==> src/inc/flash_status_pkg.sv <==
// constants and types for the serial flash status register logic
// Behaviour
// - lock bit and low pin freeze register writes
// - pin high or lock clear allows writes
// - program error set by failure or protection
// - erase error set by failure or protection
// - whole-array erase sets erase error only on failure, never on protection
// - clear-status command zeroes both error flags
// - protect bits volatile per config, default ones
// - any protect bit refuses protected area
// - whole-array erase only with protect bits zero
// - write-enable command sets the latch
// - write-disable command clears the latch
// - latch clear ignores writes, programs, erases
// - successful operation clears the latch
// - resets clear latch; register write clears it too
// - busy accepts only reads, suspends, clear, reset
// - suspends accepted only during matching operation
// - error keeps busy until clear-status or soft reset
// - status read returns byte, register write loads
// - volatile bits take defaults on every reset
package flash_status_pkg;
	// command codes
	localparam logic [7:0] REGISTER_WRITE_CMD = 8'h01;
	localparam logic [7:0] WRITE_DISABLE_CMD = 8'h04;
	localparam logic [7:0] STATUS_READ_CMD = 8'h05;
	localparam logic [7:0] WRITE_ENABLE_CMD = 8'h06;
	localparam logic [7:0] CLEAR_STATUS_CMD = 8'h30;
	// codes below are plain defaults
	localparam logic [7:0] STATUS_TWO_READ_CMD = 8'h07;
	localparam logic [7:0] PROGRAM_CMD = 8'h02;
	localparam logic [7:0] SECTOR_ERASE_CMD = 8'hD8;
	localparam logic [7:0] WHOLE_ARRAY_ERASE_CMD = 8'hC7;
	localparam logic [7:0] ERASE_SUSPEND_CMD = 8'h75;
	localparam logic [7:0] PROGRAM_SUSPEND_CMD = 8'h85;
	localparam logic [7:0] SOFT_RESET_CMD = 8'hF0;
	// status_one field positions
	localparam int LOCK_BIT = 7;
	localparam int PERR_BIT = 6;
	localparam int EERR_BIT = 5;
	localparam int PROT_HI = 4;
	localparam int PROT_LO = 2;
	localparam int WEL_BIT = 1;
	localparam int BUSY_BIT = 0;
	// reset and default values
	localparam logic [2:0] PROTECT_VOLATILE_DEFAULT = 3'h7;
	localparam logic [2:0] PROTECT_CLEAR = 3'h0;
	localparam logic [7:0] STATUS_TWO_VALUE = 8'h00;
	// one registered event set from the serial link
	typedef struct packed {
		logic start;
		logic byte_ok;
		logic stop;
		logic [7:0] data;
	} link_event_type;
	// completion report from the array engine
	typedef struct packed {
		logic done;
		logic fail;
		logic prot_fail;
	} op_result_type;
	typedef enum logic [1:0] {
		OP_PROGRAM = 2'b00,
		OP_SECTOR_ERASE = 2'b01,
		OP_WHOLE_ERASE = 2'b10,
		OP_NONE = 2'b11
	} op_kind_type;
	typedef enum logic [2:0] {
		FR_CMD = 3'b000,
		FR_STAT1 = 3'b001,
		FR_STAT2 = 3'b010,
		FR_WRREG = 3'b011,
		FR_WRDONE = 3'b100,
		FR_ARRAY = 3'b101,
		FR_SKIP = 3'b110
	} frame_state_type;
endpackage

==> src/spi_link.sv <==
// serial link front end: pin synchronisers, byte shifter, status shifter
`timescale 1ns/1ps
`default_nettype none
module spi_link (
	// clock and reset
	input wire logic mclk,
	input wire logic rst,
	// pins from the host
	input wire logic sck,
	input wire logic cs_n,
	input wire logic mosi,
	// byte to send and link events
	input wire logic [7:0] tx_byte,
	output flash_status_pkg::link_event_type ev,
	output logic miso
);
	import flash_status_pkg::*;
	logic sck_m, sck_s, sck_d, cs_m, cs_s, cs_d, mosi_m, mosi_s;
	logic [2:0] cnt_r;
	logic [7:0] rx_r, tx_r;
	logic rise, fall;

	// two synchroniser flops per pin plus an edge flop on sck and cs_n; only the second stage and later are looked at
	always_ff @(posedge mclk or posedge rst) begin
		if (rst) begin
			{sck_m, sck_s, sck_d} <= 3'h0;
			{cs_m, cs_s, cs_d} <= 3'h7;
			{mosi_m, mosi_s} <= 2'h0;
		end else begin
			{sck_m, sck_s, sck_d} <= {sck, sck_m, sck_s};
			{cs_m, cs_s, cs_d} <= {cs_n, cs_m, cs_s};
			{mosi_m, mosi_s} <= {mosi, mosi_m};
		end
	end

	// mosi is delayed like sck, so it is sampled at the true rising edge
	assign rise = sck_s & ~sck_d & ~cs_s;
	assign fall = ~sck_s & sck_d & ~cs_s;

	// receive shifter, msb first
	always_ff @(posedge mclk or posedge rst) begin
		if (rst) begin
			cnt_r <= 3'h0;
			rx_r <= 8'h00;
		end else if (cs_d & ~cs_s) begin
			cnt_r <= 3'h0;
		end else if (rise) begin
			rx_r <= {rx_r[6:0], mosi_s};
			cnt_r <= cnt_r + 3'd1;
		end
	end

	// events are one-cycle pulses
	always_ff @(posedge mclk or posedge rst) begin
		if (rst) begin
			ev <= '0;
		end else begin
			ev.start <= cs_d & ~cs_s;
			ev.stop <= ~cs_d & cs_s;
			ev.byte_ok <= rise & (cnt_r == 3'd7);
			if (rise & (cnt_r == 3'd7)) begin
				ev.data <= {rx_r[6:0], mosi_s};
			end
		end
	end

	// transmit on falling edges; a fresh byte is taken at every byte boundary
	always_ff @(posedge mclk or posedge rst) begin
		if (rst) begin
			miso <= 1'b0;
			tx_r <= 8'h00;
		end else if (fall) begin
			if (cnt_r == 3'd0) begin
				miso <= tx_byte[7];
				tx_r <= {tx_byte[6:0], 1'b0};
			end else begin
				miso <= tx_r[7];
				tx_r <= {tx_r[6:0], 1'b0};
			end
		end
	end
endmodule
`default_nettype wire

==> src/flash_status_register_logic.sv <==
// status register, write-enable latch, busy and error flags of a serial flash
`timescale 1ns/1ps
`default_nettype none
module flash_status_register_logic (
	// clock and reset
	input wire logic mclk,
	input wire logic rst,
	// serial link pins
	input wire logic sck,
	input wire logic cs_n,
	input wire logic mosi,
	output logic miso,
	output logic miso_oe,
	// hardware write protect pin, low protects
	input wire logic write_protect_n,
	// configuration bit and non-volatile copy of lock and protect bits
	input wire logic protect_volatility_bit,
	input wire logic [7:0] nv_status,
	output logic nv_write,
	output logic [7:0] nv_data,
	// array engine
	output logic op_start,
	output flash_status_pkg::op_kind_type op_kind,
	input wire flash_status_pkg::op_result_type op_res,
	input wire logic area_protected,
	output logic erase_suspend,
	output logic program_suspend,
	// status view
	output logic [7:0] status_one
);
	import flash_status_pkg::*;
	link_event_type ev;
	frame_state_type state_r;
	op_kind_type kind_r, req_kind;
	logic [7:0] tx_byte, cmd_r, wr_data_r;
	logic [2:0] bp_r;
	logic wp_m, wp_s, init_r;
	logic lock_r, perr_r, eerr_r, wel_r, busy_r, running_r;
	logic hw_locked, accept, single, do_write_enable_cmd, do_write_disable_cmd, do_clear_status_cmd, do_srst;
	logic wrreg_try, do_wrreg, array_try, whole_refused, prot_hit, start_ok;
	logic done_ok, fail_now, perr_set, eerr_set, err_set;

	spi_link u_link (
		.mclk(mclk),
		.rst(rst),
		.sck(sck),
		.cs_n(cs_n),
		.mosi(mosi),
		.tx_byte(tx_byte),
		.ev(ev),
		.miso(miso)
	);

	// commands that a busy device still takes
	function automatic logic busy_ok(input logic [7:0] c);
		busy_ok = (c == STATUS_READ_CMD) || (c == STATUS_TWO_READ_CMD) ||
			(c == ERASE_SUSPEND_CMD) || (c == PROGRAM_SUSPEND_CMD) ||
			(c == CLEAR_STATUS_CMD) || (c == SOFT_RESET_CMD);
	endfunction

	// frame state chosen by the opcode byte
	function automatic frame_state_type cmd_state(input logic [7:0] c);
		case (c)
			STATUS_READ_CMD: cmd_state = FR_STAT1;
			STATUS_TWO_READ_CMD: cmd_state = FR_STAT2;
			REGISTER_WRITE_CMD: cmd_state = FR_WRREG;
			PROGRAM_CMD, SECTOR_ERASE_CMD, WHOLE_ARRAY_ERASE_CMD: cmd_state = FR_ARRAY;
			default: cmd_state = FR_SKIP;
		endcase
	endfunction

	// write protect pin comes from outside, two flops
	always_ff @(posedge mclk or posedge rst) begin
		if (rst) begin
			wp_m <= 1'b1;
			wp_s <= 1'b1;
		end else begin
			wp_m <= write_protect_n;
			wp_s <= wp_m;
		end
	end

	// one cycle after reset release the stored bits are fetched
	always_ff @(posedge mclk or posedge rst) begin
		if (rst) begin
			init_r <= 1'b1;
		end else begin
			init_r <= 1'b0;
		end
	end

	// frame tracking; trailing bytes of long commands are ignored here
	always_ff @(posedge mclk or posedge rst) begin
		if (rst) begin
			state_r <= FR_SKIP;
			cmd_r <= 8'h00;
			wr_data_r <= 8'h00;
		end else if (ev.start) begin
			state_r <= FR_CMD;
		end else if (ev.byte_ok) begin
			case (state_r)
				FR_CMD: begin
					cmd_r <= ev.data;
					state_r <= cmd_state(ev.data);
				end
				FR_WRREG: begin
					wr_data_r <= ev.data;
					state_r <= FR_WRDONE;
				end
				default: state_r <= state_r;
			endcase
		end
	end

	// commands execute when chip select rises, so a cut-short frame does nothing
	assign hw_locked = lock_r & ~wp_s;
	assign accept = ev.stop & (~busy_r | busy_ok(cmd_r));
	assign single = accept & (state_r == FR_SKIP);
	assign do_write_enable_cmd = single & (cmd_r == WRITE_ENABLE_CMD);
	assign do_write_disable_cmd = single & (cmd_r == WRITE_DISABLE_CMD);
	assign do_clear_status_cmd = single & (cmd_r == CLEAR_STATUS_CMD);
	assign do_srst = single & (cmd_r == SOFT_RESET_CMD);
	assign wrreg_try = accept & (state_r == FR_WRDONE) & wel_r;
	assign do_wrreg = wrreg_try & ~hw_locked;
	assign array_try = accept & (state_r == FR_ARRAY) & wel_r;
	assign req_kind = (cmd_r == PROGRAM_CMD) ? OP_PROGRAM :
		(cmd_r == SECTOR_ERASE_CMD) ? OP_SECTOR_ERASE : OP_WHOLE_ERASE;
	assign whole_refused = (req_kind == OP_WHOLE_ERASE) & (bp_r != PROTECT_CLEAR);
	assign prot_hit = (req_kind != OP_WHOLE_ERASE) & area_protected;
	assign start_ok = array_try & ~whole_refused & ~prot_hit;

	// completion; a protected sector met by a whole-array erase is not an error
	assign done_ok = op_res.done & running_r;
	assign fail_now = done_ok & (op_res.fail | (op_res.prot_fail & (kind_r != OP_WHOLE_ERASE)));
	assign perr_set = (fail_now & (kind_r == OP_PROGRAM)) |
		(array_try & prot_hit & (req_kind == OP_PROGRAM));
	assign eerr_set = (fail_now & (kind_r != OP_PROGRAM)) |
		(array_try & prot_hit & (req_kind == OP_SECTOR_ERASE));
	assign err_set = perr_set | eerr_set;

	// error flags: a new error wins over a clear in the same cycle
	always_ff @(posedge mclk or posedge rst) begin
		if (rst) begin
			perr_r <= 1'b0;
			eerr_r <= 1'b0;
		end else begin
			perr_r <= perr_set | (perr_r & ~do_clear_status_cmd & ~do_srst);
			eerr_r <= eerr_set | (eerr_r & ~do_clear_status_cmd & ~do_srst);
		end
	end

	// busy stays up after an error so the host must see and clear it
	always_ff @(posedge mclk or posedge rst) begin
		if (rst) begin
			busy_r <= 1'b0;
		end else if (do_srst) begin
			busy_r <= 1'b0;
		end else if (err_set | start_ok) begin
			busy_r <= 1'b1;
		end else if (done_ok) begin
			busy_r <= 1'b0;
		end else if (do_clear_status_cmd & (perr_r | eerr_r)) begin
			busy_r <= 1'b0;
		end
	end

	// running operation and its kind, for suspends and completion
	always_ff @(posedge mclk or posedge rst) begin
		if (rst) begin
			running_r <= 1'b0;
			kind_r <= OP_NONE;
		end else if (do_srst | done_ok) begin
			running_r <= 1'b0;
		end else if (start_ok) begin
			running_r <= 1'b1;
			kind_r <= req_kind;
		end
	end

	// write-enable latch; the register write itself never loads it
	always_ff @(posedge mclk or posedge rst) begin
		if (rst) begin
			wel_r <= 1'b0;
		end else if (do_srst) begin
			wel_r <= 1'b0;
		end else if (do_write_enable_cmd) begin
			wel_r <= 1'b1;
		end else if (do_write_disable_cmd) begin
			wel_r <= 1'b0;
		end else if ((done_ok & ~fail_now) | do_wrreg) begin
			wel_r <= 1'b0;
		end
	end

	// lock and protect bits; volatile protect bits fall back to all ones
	always_ff @(posedge mclk or posedge rst) begin
		if (rst) begin
			lock_r <= 1'b0;
			bp_r <= PROTECT_CLEAR;
		end else if (init_r) begin
			lock_r <= nv_status[LOCK_BIT];
			bp_r <= protect_volatility_bit ? PROTECT_VOLATILE_DEFAULT : nv_status[PROT_HI:PROT_LO];
		end else if (do_wrreg) begin
			lock_r <= wr_data_r[LOCK_BIT];
			bp_r <= wr_data_r[PROT_HI:PROT_LO];
		end else if (do_srst & protect_volatility_bit) begin
			bp_r <= PROTECT_VOLATILE_DEFAULT;
		end
	end

	// non-volatile store update; error, latch and busy bits are never stored
	always_ff @(posedge mclk or posedge rst) begin
		if (rst) begin
			nv_write <= 1'b0;
			nv_data <= 8'h00;
		end else begin
			nv_write <= do_wrreg;
			if (do_wrreg) begin
				nv_data <= {wr_data_r[LOCK_BIT], 2'b00, wr_data_r[PROT_HI:PROT_LO], 2'b00};
			end
		end
	end

	// array engine requests and suspends
	always_ff @(posedge mclk or posedge rst) begin
		if (rst) begin
			op_start <= 1'b0;
			op_kind <= OP_NONE;
			erase_suspend <= 1'b0;
			program_suspend <= 1'b0;
		end else begin
			op_start <= start_ok;
			if (start_ok) begin
				op_kind <= req_kind;
			end
			erase_suspend <= single & (cmd_r == ERASE_SUSPEND_CMD) & running_r & (kind_r != OP_PROGRAM);
			program_suspend <= single & (cmd_r == PROGRAM_SUSPEND_CMD) & running_r & (kind_r == OP_PROGRAM);
		end
	end

	// status byte built from the flag flops
	assign status_one = {lock_r, perr_r, eerr_r, bp_r, wel_r, busy_r};

	// byte handed to the shifter at each boundary; live value every repeat
	always_comb begin
		case (state_r)
			FR_STAT1: tx_byte = status_one;
			FR_STAT2: tx_byte = STATUS_TWO_VALUE;
			default: tx_byte = 8'h00;
		endcase
	end

	// drive miso only during the data phase of a status read
	always_ff @(posedge mclk or posedge rst) begin
		if (rst) begin
			miso_oe <= 1'b0;
		end else if (ev.start | ev.stop) begin
			miso_oe <= 1'b0;
		end else if (ev.byte_ok & (state_r == FR_CMD)) begin
			miso_oe <= (ev.data == STATUS_READ_CMD) | (ev.data == STATUS_TWO_READ_CMD);
		end
	end
endmodule
`default_nettype wire

==> config.mk <==
export PLATFORM = sky130hd
export DESIGN_NAME = flash_status_register_logic
export DESIGN_NICKNAME = d
export VERILOG_FILES = /design/src/inc/flash_status_pkg.sv /design/src/spi_link.sv /design/src/flash_status_register_logic.sv
export SDC_FILE = /design/constraint.sdc
export NUM_CORES = 1
export LEC_CHECK = 0
export BUFFER_PORTS_ARGS = -buffer_cell sky130_fd_sc_hd__buf_2
export CAP_MARGIN = 20
export CORE_MARGIN = 8
export CORE_UTILIZATION = 50
export DETAILED_ROUTE_END_ITERATION = 10
export HOLD_SLACK_MARGIN = 0.03
export PLACE_DENSITY = 0.71
export RECOVER_POWER = 25
export REMOVE_ABC_BUFFERS = 1
export SLEW_MARGIN = 0
export SYNTH_ARGS = -nofsm -noshare
export SYNTH_HDL_FRONTEND = slang
export SYNTH_HIERARCHICAL = 1
export SYNTH_SLANG_ARGS = --single-unit
export TNS_END_PERCENT = 10
==> constraint.sdc <==
create_clock -name mclk -period 4.8 [get_ports mclk]
set_input_delay 0.48 -clock mclk [delete_from_list [all_inputs] [get_ports mclk]]
set_output_delay 0.48 -clock mclk [all_outputs]
set_load 0.01 [all_outputs]
==> Word-level counts from Yosys, hierarchy flattened <==
Index checks and enable logic that the tools add are counted.
Widths: inputs -> output; s select.
{ "classes": {"reduce_logical": 26, "n_addsub": 1, "bitwise_logic": 73, "n_eq_ne": 26, "mux": 29} }
{ "ops": {"columns": ["operator", "count"], "rows": [
  ["$eq 8x3->1 const B", 6],
  ["$and 1x1->1", 45],
  ["$eq 8x8->1 const B", 5],
  ["$mux 3", 8],
  ["$eq 8x2->1 const B", 2],
  ["$mux 8", 2],
  ["$mux 1", 15],
  ["$not 1->1", 15],
  ["$or 1x1->1", 13],
  ["$eq 3x3->1 const B", 4],
  ["$pmux 3 s4", 1],
  ["$reduce_bool 2->1", 6],
  ["$reduce_bool 3->1", 3],
  ["$eq 8x1->1 const B", 1],
  ["$eq 8x6->1 const B", 1],
  ["$eq 8x7->1 const B", 1],
  ["$reduce_bool 4->1", 2],
  ["$logic_not 3->1", 2],
  ["$pmux 3 s2", 1],
  ["$reduce_and 2->1", 3],
  ["$reduce_and 3->1", 2],
  ["$logic_or 1x1->1", 5],
  ["$logic_not 2->1", 2],
  ["$mux 2", 2],
  ["7 further kinds", 8]
]} }
{ "totals": {"input_bits": 19, "wordCells": 192, "register_bits": 82, "out_inout_bits": 24} }

==> Logic depth before layout (Yosys ltp) <==
{ "logic_depth": {"depth_word": 17, "mapped_depth": 6, "ltp_nobuf": 5} }

==> Cells and area by module <==
Netlist, hierarchy kept.
{ "by_module_without_submodules": {"columns": ["mod", "area_per_inst_um2", "cells_each", "instances", "seq_area_each_um2"], "rows": [
  ["flash_status_register_logic", 2205.9, 222, 1, 1012.2],
  ["spi_link", 1432.6, 97, 1, 929.6]
]} }

==> Least setup slack after synthesis <==
No wires, ideal clock.
{ "synth_timing": {"path_type": "reg-to-reg", "from": "reg cmd_r[5]", "to": "reg kind_r[0]", "setup_ns": 0.082, "period_less_slack_ns": 2.061, "t_arrival_ns": 1.979, "path_slack_ns": 2.739, "t_required_ns": 4.718, "path_stages_with_launch": 6, "path_buffers": 0, "cell_sequence": "dfrtp_1 > nand4b_1 > or3_1 > a211o_1 > a2111o_1 > mux2_4"} }
{ "synth_via": {"elab_chain_cells": 13, "elab_cells_between_ends": 32, "cone_classes": "eq/ne (10); mux (2); bitwise (14); reduce/logical (6)"} }
{ "synth_lines": {"columns": ["element", "line", "text"], "rows": [
  ["start, declared", "flash_status_register_logic.sv:35", "logic [7:0] tx_byte, cmd_r, wr_data_r;"],
  ["start signal, assigned", "flash_status_register_logic.sv:103", "cmd_r <= ev.data;"],
  ["$eq 8x3->1", "flash_status_register_logic.sv:56", "busy_ok = (c == STATUS_READ_CMD) || (c == STATUS_TWO_READ_CMD) ||"],
  ["$logic_or 1x1->1 (2 in series)", "flash_status_register_logic.sv:56", null],
  ["$logic_or 1x1->1 (2 in series)", "flash_status_register_logic.sv:57", "(c == ERASE_SUSPEND_CMD) || (c == PROGRAM_SUSPEND_CMD) ||"],
  ["$logic_or 1x1->1", "flash_status_register_logic.sv:58", "(c == CLEAR_STATUS_CMD) || (c == SOFT_RESET_CMD);"],
  ["$or 1x1->1", "flash_status_register_logic.sv:117", "assign accept = ev.stop & (~busy_r | busy_ok(cmd_r));"],
  ["$and 1x1->1", "flash_status_register_logic.sv:117", null],
  ["$and 1x1->1 (on tied branches)", "flash_status_register_logic.sv:125, flash_status_register_logic.sv:118", null],
  ["$and 1x1->1 (on tied branches)", "flash_status_register_logic.sv:125, flash_status_register_logic.sv:122", null],
  ["$and 1x1->1 or $or 1x1->1 (tied branches)", "flash_status_register_logic.sv:130, flash_status_register_logic.sv:172", null],
  ["$and 1x1->1 or $not 1->1 (tied branches)", null, null],
  ["$reduce_and 2->1 (no source line)", null, null],
  ["end signal, assigned", "flash_status_register_logic.sv:176", "kind_r <= req_kind;"],
  ["end, declared", "flash_status_register_logic.sv:34", "op_kind_type kind_r, req_kind;"]
]} }
Several ways; a longest one is shown, not always the timed one.
A chain may end at the register's enable or synchronous reset.

==> Worst setup path in the final report <==
{ "layout_timing": {"from": "reg cmd_r[2]", "to": "reg nv_data[7]"} }
{ "layout_via": {"elab_chain_cells": 11, "elab_cells_between_ends": 16, "cone_classes": "eq/ne (6); bitwise (5); reduce/logical (5)"} }
{ "layout_lines": {"columns": ["element", "line", "text"], "rows": [
  ["$eq 8x3->1", "flash_status_register_logic.sv:56", null],
  ["$logic_or 1x1->1 (2 in series)", "flash_status_register_logic.sv:56", null],
  ["$logic_or 1x1->1 (2 in series)", "flash_status_register_logic.sv:57", null],
  ["$logic_or 1x1->1 *", "flash_status_register_logic.sv:58", null],
  ["$or 1x1->1 *", "flash_status_register_logic.sv:117", null],
  ["$and 1x1->1 *", "flash_status_register_logic.sv:117", null],
  ["$and 1x1->1 * (2 in series)", "flash_status_register_logic.sv:123", "assign wrreg_try = accept & (state_r == FR_WRDONE) & wel_r;"],
  ["$and 1x1->1 *", "flash_status_register_logic.sv:124", "assign do_wrreg = wrreg_try & ~hw_locked;"],
  ["end signal, assigned", "flash_status_register_logic.sv:219", "nv_data <= {wr_data_r[LOCK_BIT], 2'b00, wr_data_r[PROT_HI:PROT_LO], 2'b00};"],
  ["end, declared", "flash_status_register_logic.sv:20", "output logic [7:0] nv_data,"]
]} }
Mark *: on every way between the ends. The rest lies on a longest branch, timed or not.

==> flow_summary.yaml <==
cts:
  cts-root-buf: "clkbuf_8"
  htreeDepth: 3
  cts_tree: "built"
  cts_setup_buffers: 0
  clk_latency_ns: 0.35
  clockBufferDepth: 2
  clk_pin_slew_ns: 0.07
  ctsResizeCount: 0
  hold_buffers: 0
  cts.sinks: 77
  cts_made_buffers: 9
cells_and_area:
  fin_nets: 375
  fin_area_um2: 4070
  syn2layout_area_growth_pct: 11.8
  diodes: 0
  fillCellCount: 634
  final_cell_mix: "dfrtp_1 (65), buf_2 (33), mux2_2 (29)"
  layout.cells.most_common: "dfrtp_1"
  layout-drive-gt1-share: 0.293
worst_setup_path:
  path_delay_family: "compound AO/OA/AOI/OAI gates"
  crit_type: "flop to flop"
  endpoint_kind: "flop"
  crit_buf_inv: 0
  critPathMaxStageDelay_ns: 0.56
  cp_max_fo: 13
  path_cells: "nor4bb_1 -> a32oi_1 -> a22oi_1 -> nand2_1 -> mux2_2"
  cp.arrival_ns: 2.57
  cp.required_ns: 5.03
  crit_slowest_cell: "dfrtp_1"
  reg2reg_slack_ns: 2.46
  start_kind: "flop"
global_routing:
  antenna_found_initial: 0
  grt_pass1_wl_um: 11600
  track_usage: 0.145
  overflow: 0
  grt_max_degree: 41
  grt_pass1_vias: 2434
detailed_routing:
  ant_nets: 0
  wirelength_um: 6960
  vias: 2464
  drt-pass1-iter-count: 4
  wl_met1_um: 3160
  drc: 0
  highest_layer: "met4"
  met3_length_um: 378
  viasPerCell: 5.39
  post_drt_wl_per_cell_um: 15.2
  met2_length_um: 3310
  drtIter0Drc: 100
floorplanning:
  die_x_um: 101
  rows: 31
  die-area_um2: 10300
  start_util: 0.510
  die_h_um: 101
  core_um2: 7140
  ios: 43
power:
  power_density_nw_per_um2: 342
  irDropWorstVdd_mv: 0.174
  leakage_nw: 1.92
yosys:
  yosysSeqAreaShare: 0.534
  ys_types: 60
  yosys_warnings: 6
  synth_edf_count: 0
  synthArstFlopShare: 1.00
  syn_area_per_cell_um2: 11.4
  syn_area_um2: 3640
  ys.flop_type: "dfrtp_1"
  ys_ff_latch: 77
  synth_cells: 319
sta:
  slew_headroom: -0.295
  final.min_clock_period_ns: 2.34
  final.setup.tns_ns: 0
  rsz0062_at_grt: "false"
  fmax_mhz: 427
  tightestPinTransition_ns: 1.94
  fin_skew_ns: 0.00884
  fin_crit_sh: 0.488
  setup_viol: 0
  hold_viol: 0
  drv_slew: 38
placed_design:
  io_buffers: 34
  placed_cell_area_um2: 3820
  place.gp.congestion: 0.834
  post-dp-hpwl_um: 5100
worst_hold_path:
  min_path_type: "input port to asynchronous set/reset pin"
outcome:
  failed_checks: "max-capacitance violations, max-slew violations"
  status: "finished, violations left"
flow_run:
  max-cap-violations: 1
-- report_power, final --
group          switching (mW)  total (mW)  leakage (nW)  internal, mW
sequential             0.0272       0.716         0.969         0.688
combinational          0.0442      0.0837         0.829        0.0395
clock                   0.230       0.591         0.120         0.362
total                   0.301        1.39          1.92          1.09
-- path summary, 6_finish.rpt --
| check | start | endpoint | depth (start not counted) |
|---|---|---|---|
| min | rst | nv_data[7] | 3 |
| max reg2reg | cmd_r[2] | nv_data[7] | 5 |
| min reg2reg | wp_m | wp_s | 0 |
| max | cmd_r[2] | nv_data[7] | 5 |
| max in group asynchronous | rst | u_link/ev[5] | 3 |
| min in group mclk | cs_n | u_link/cs_m | 1 |
-- routing by layer --
metal,global-route usage,vias to the layer above
met5,0,-
met1,0.176,1196
met2,0.230,50
met3,0.0509,9
met4,0.0561,0
li1,-,1209
-- state kept, by name, indices dropped and copies added (netlist names), 2 cells and up --
| register | count |
|---|---|
| wr_data_r | 4 |
| kind_r | 2 |
| u_link/cnt_r | 3 |
| u_link/rx_r | 7 |
| u_link/tx_r | 7 |
| u_link/ev | 11 |
| nv_data | 4 |
| cmd_r | 8 |
| op_kind | 2 |
| bp_r | 3 |
| state_r | 3 |
-- cell usage after synthesis (all sizes together), types with 2 or more instances --
library cell | instances | area, um^2
dfrtp | 65 | 1630
mux2 | 30 | 342
nor2 | 23 | 86.3
buf | 17 | 138
nand2 | 17 | 63.8
a21oi | 14 | 70.1
and2 | 13 | 85.1
o21ai | 13 | 65.1
dfstp | 12 | 315
inv | 11 | 41.3
nand3 | 9 | 45.0
nor2b | 9 | 63.8
mux2i | 8 | 80.1
nor3 | 7 | 35.0
a31oi | 5 | 31.3
nand2b | 5 | 31.3
nor3b | 5 | 47.5
o211ai | 4 | 30.0
a21boi | 3 | 22.5
a22oi | 3 | 22.5
and4 | 3 | 27.5
ha | 3 | 37.5
nor4 | 3 | 25.0
a211oi | 2 | 15.0
a21bo | 2 | 20.0
a21o | 2 | 15.0
a22o | 2 | 17.5
and3 | 2 | 13.8
and3b | 2 | 18.8
nand4 | 2 | 12.5
nand4b | 2 | 17.5
nor4bb | 2 | 20.0
o31ai | 2 | 15.0
or4 | 2 | 16.3
-- cells by family after synthesis --
| family | Yosys count | synth area share |
|---|---|---|
| AOI/OAI and AO/OA | 61 | 0.110 |
| adders and majority gates | 3 | 0.0103 |
| buffers and inverters | 28 | 0.0492 |
| DFF | 77 | 0.534 |
| muxes | 38 | 0.116 |
| other | 1 | 0.00103 |
| and+or+nand+nor | 111 | 0.180 |
-- layout make-up --
class                   instances  area [um^2]  share of cell area
well taps                      99          124              0.0305
inverters                      11         41.3              0.0102
clock inverters                 5          106              0.0261
multi-input cells             218         1530               0.377
clock buffers                  11          141              0.0348
flip-flops and latches         77         1940               0.477
repair buffers                 36          180              0.0443
-- tightest hold or removal path: stages --
cell,delay [ns]
clkbuf_1,0.08
inv_1,0.04
buf_4,0.41
-- through the flow --
stage,setup WS [ns],util,cells,total power [mW],hold WS (ns)
after global placement,2.56,0.536,441,0.808,0.332
after global routing,2.27,0.570,457,1.45,0.195
after floorplan,2.73,-,306,0.779,0.331
final,2.46,0.570,457,1.39,0.223
after CTS,2.48,0.571,457,1.41,0.198
after detailed placement,2.49,0.536,441,0.814,0.346
Note: power is estimated with default switching activity, not from simulation.
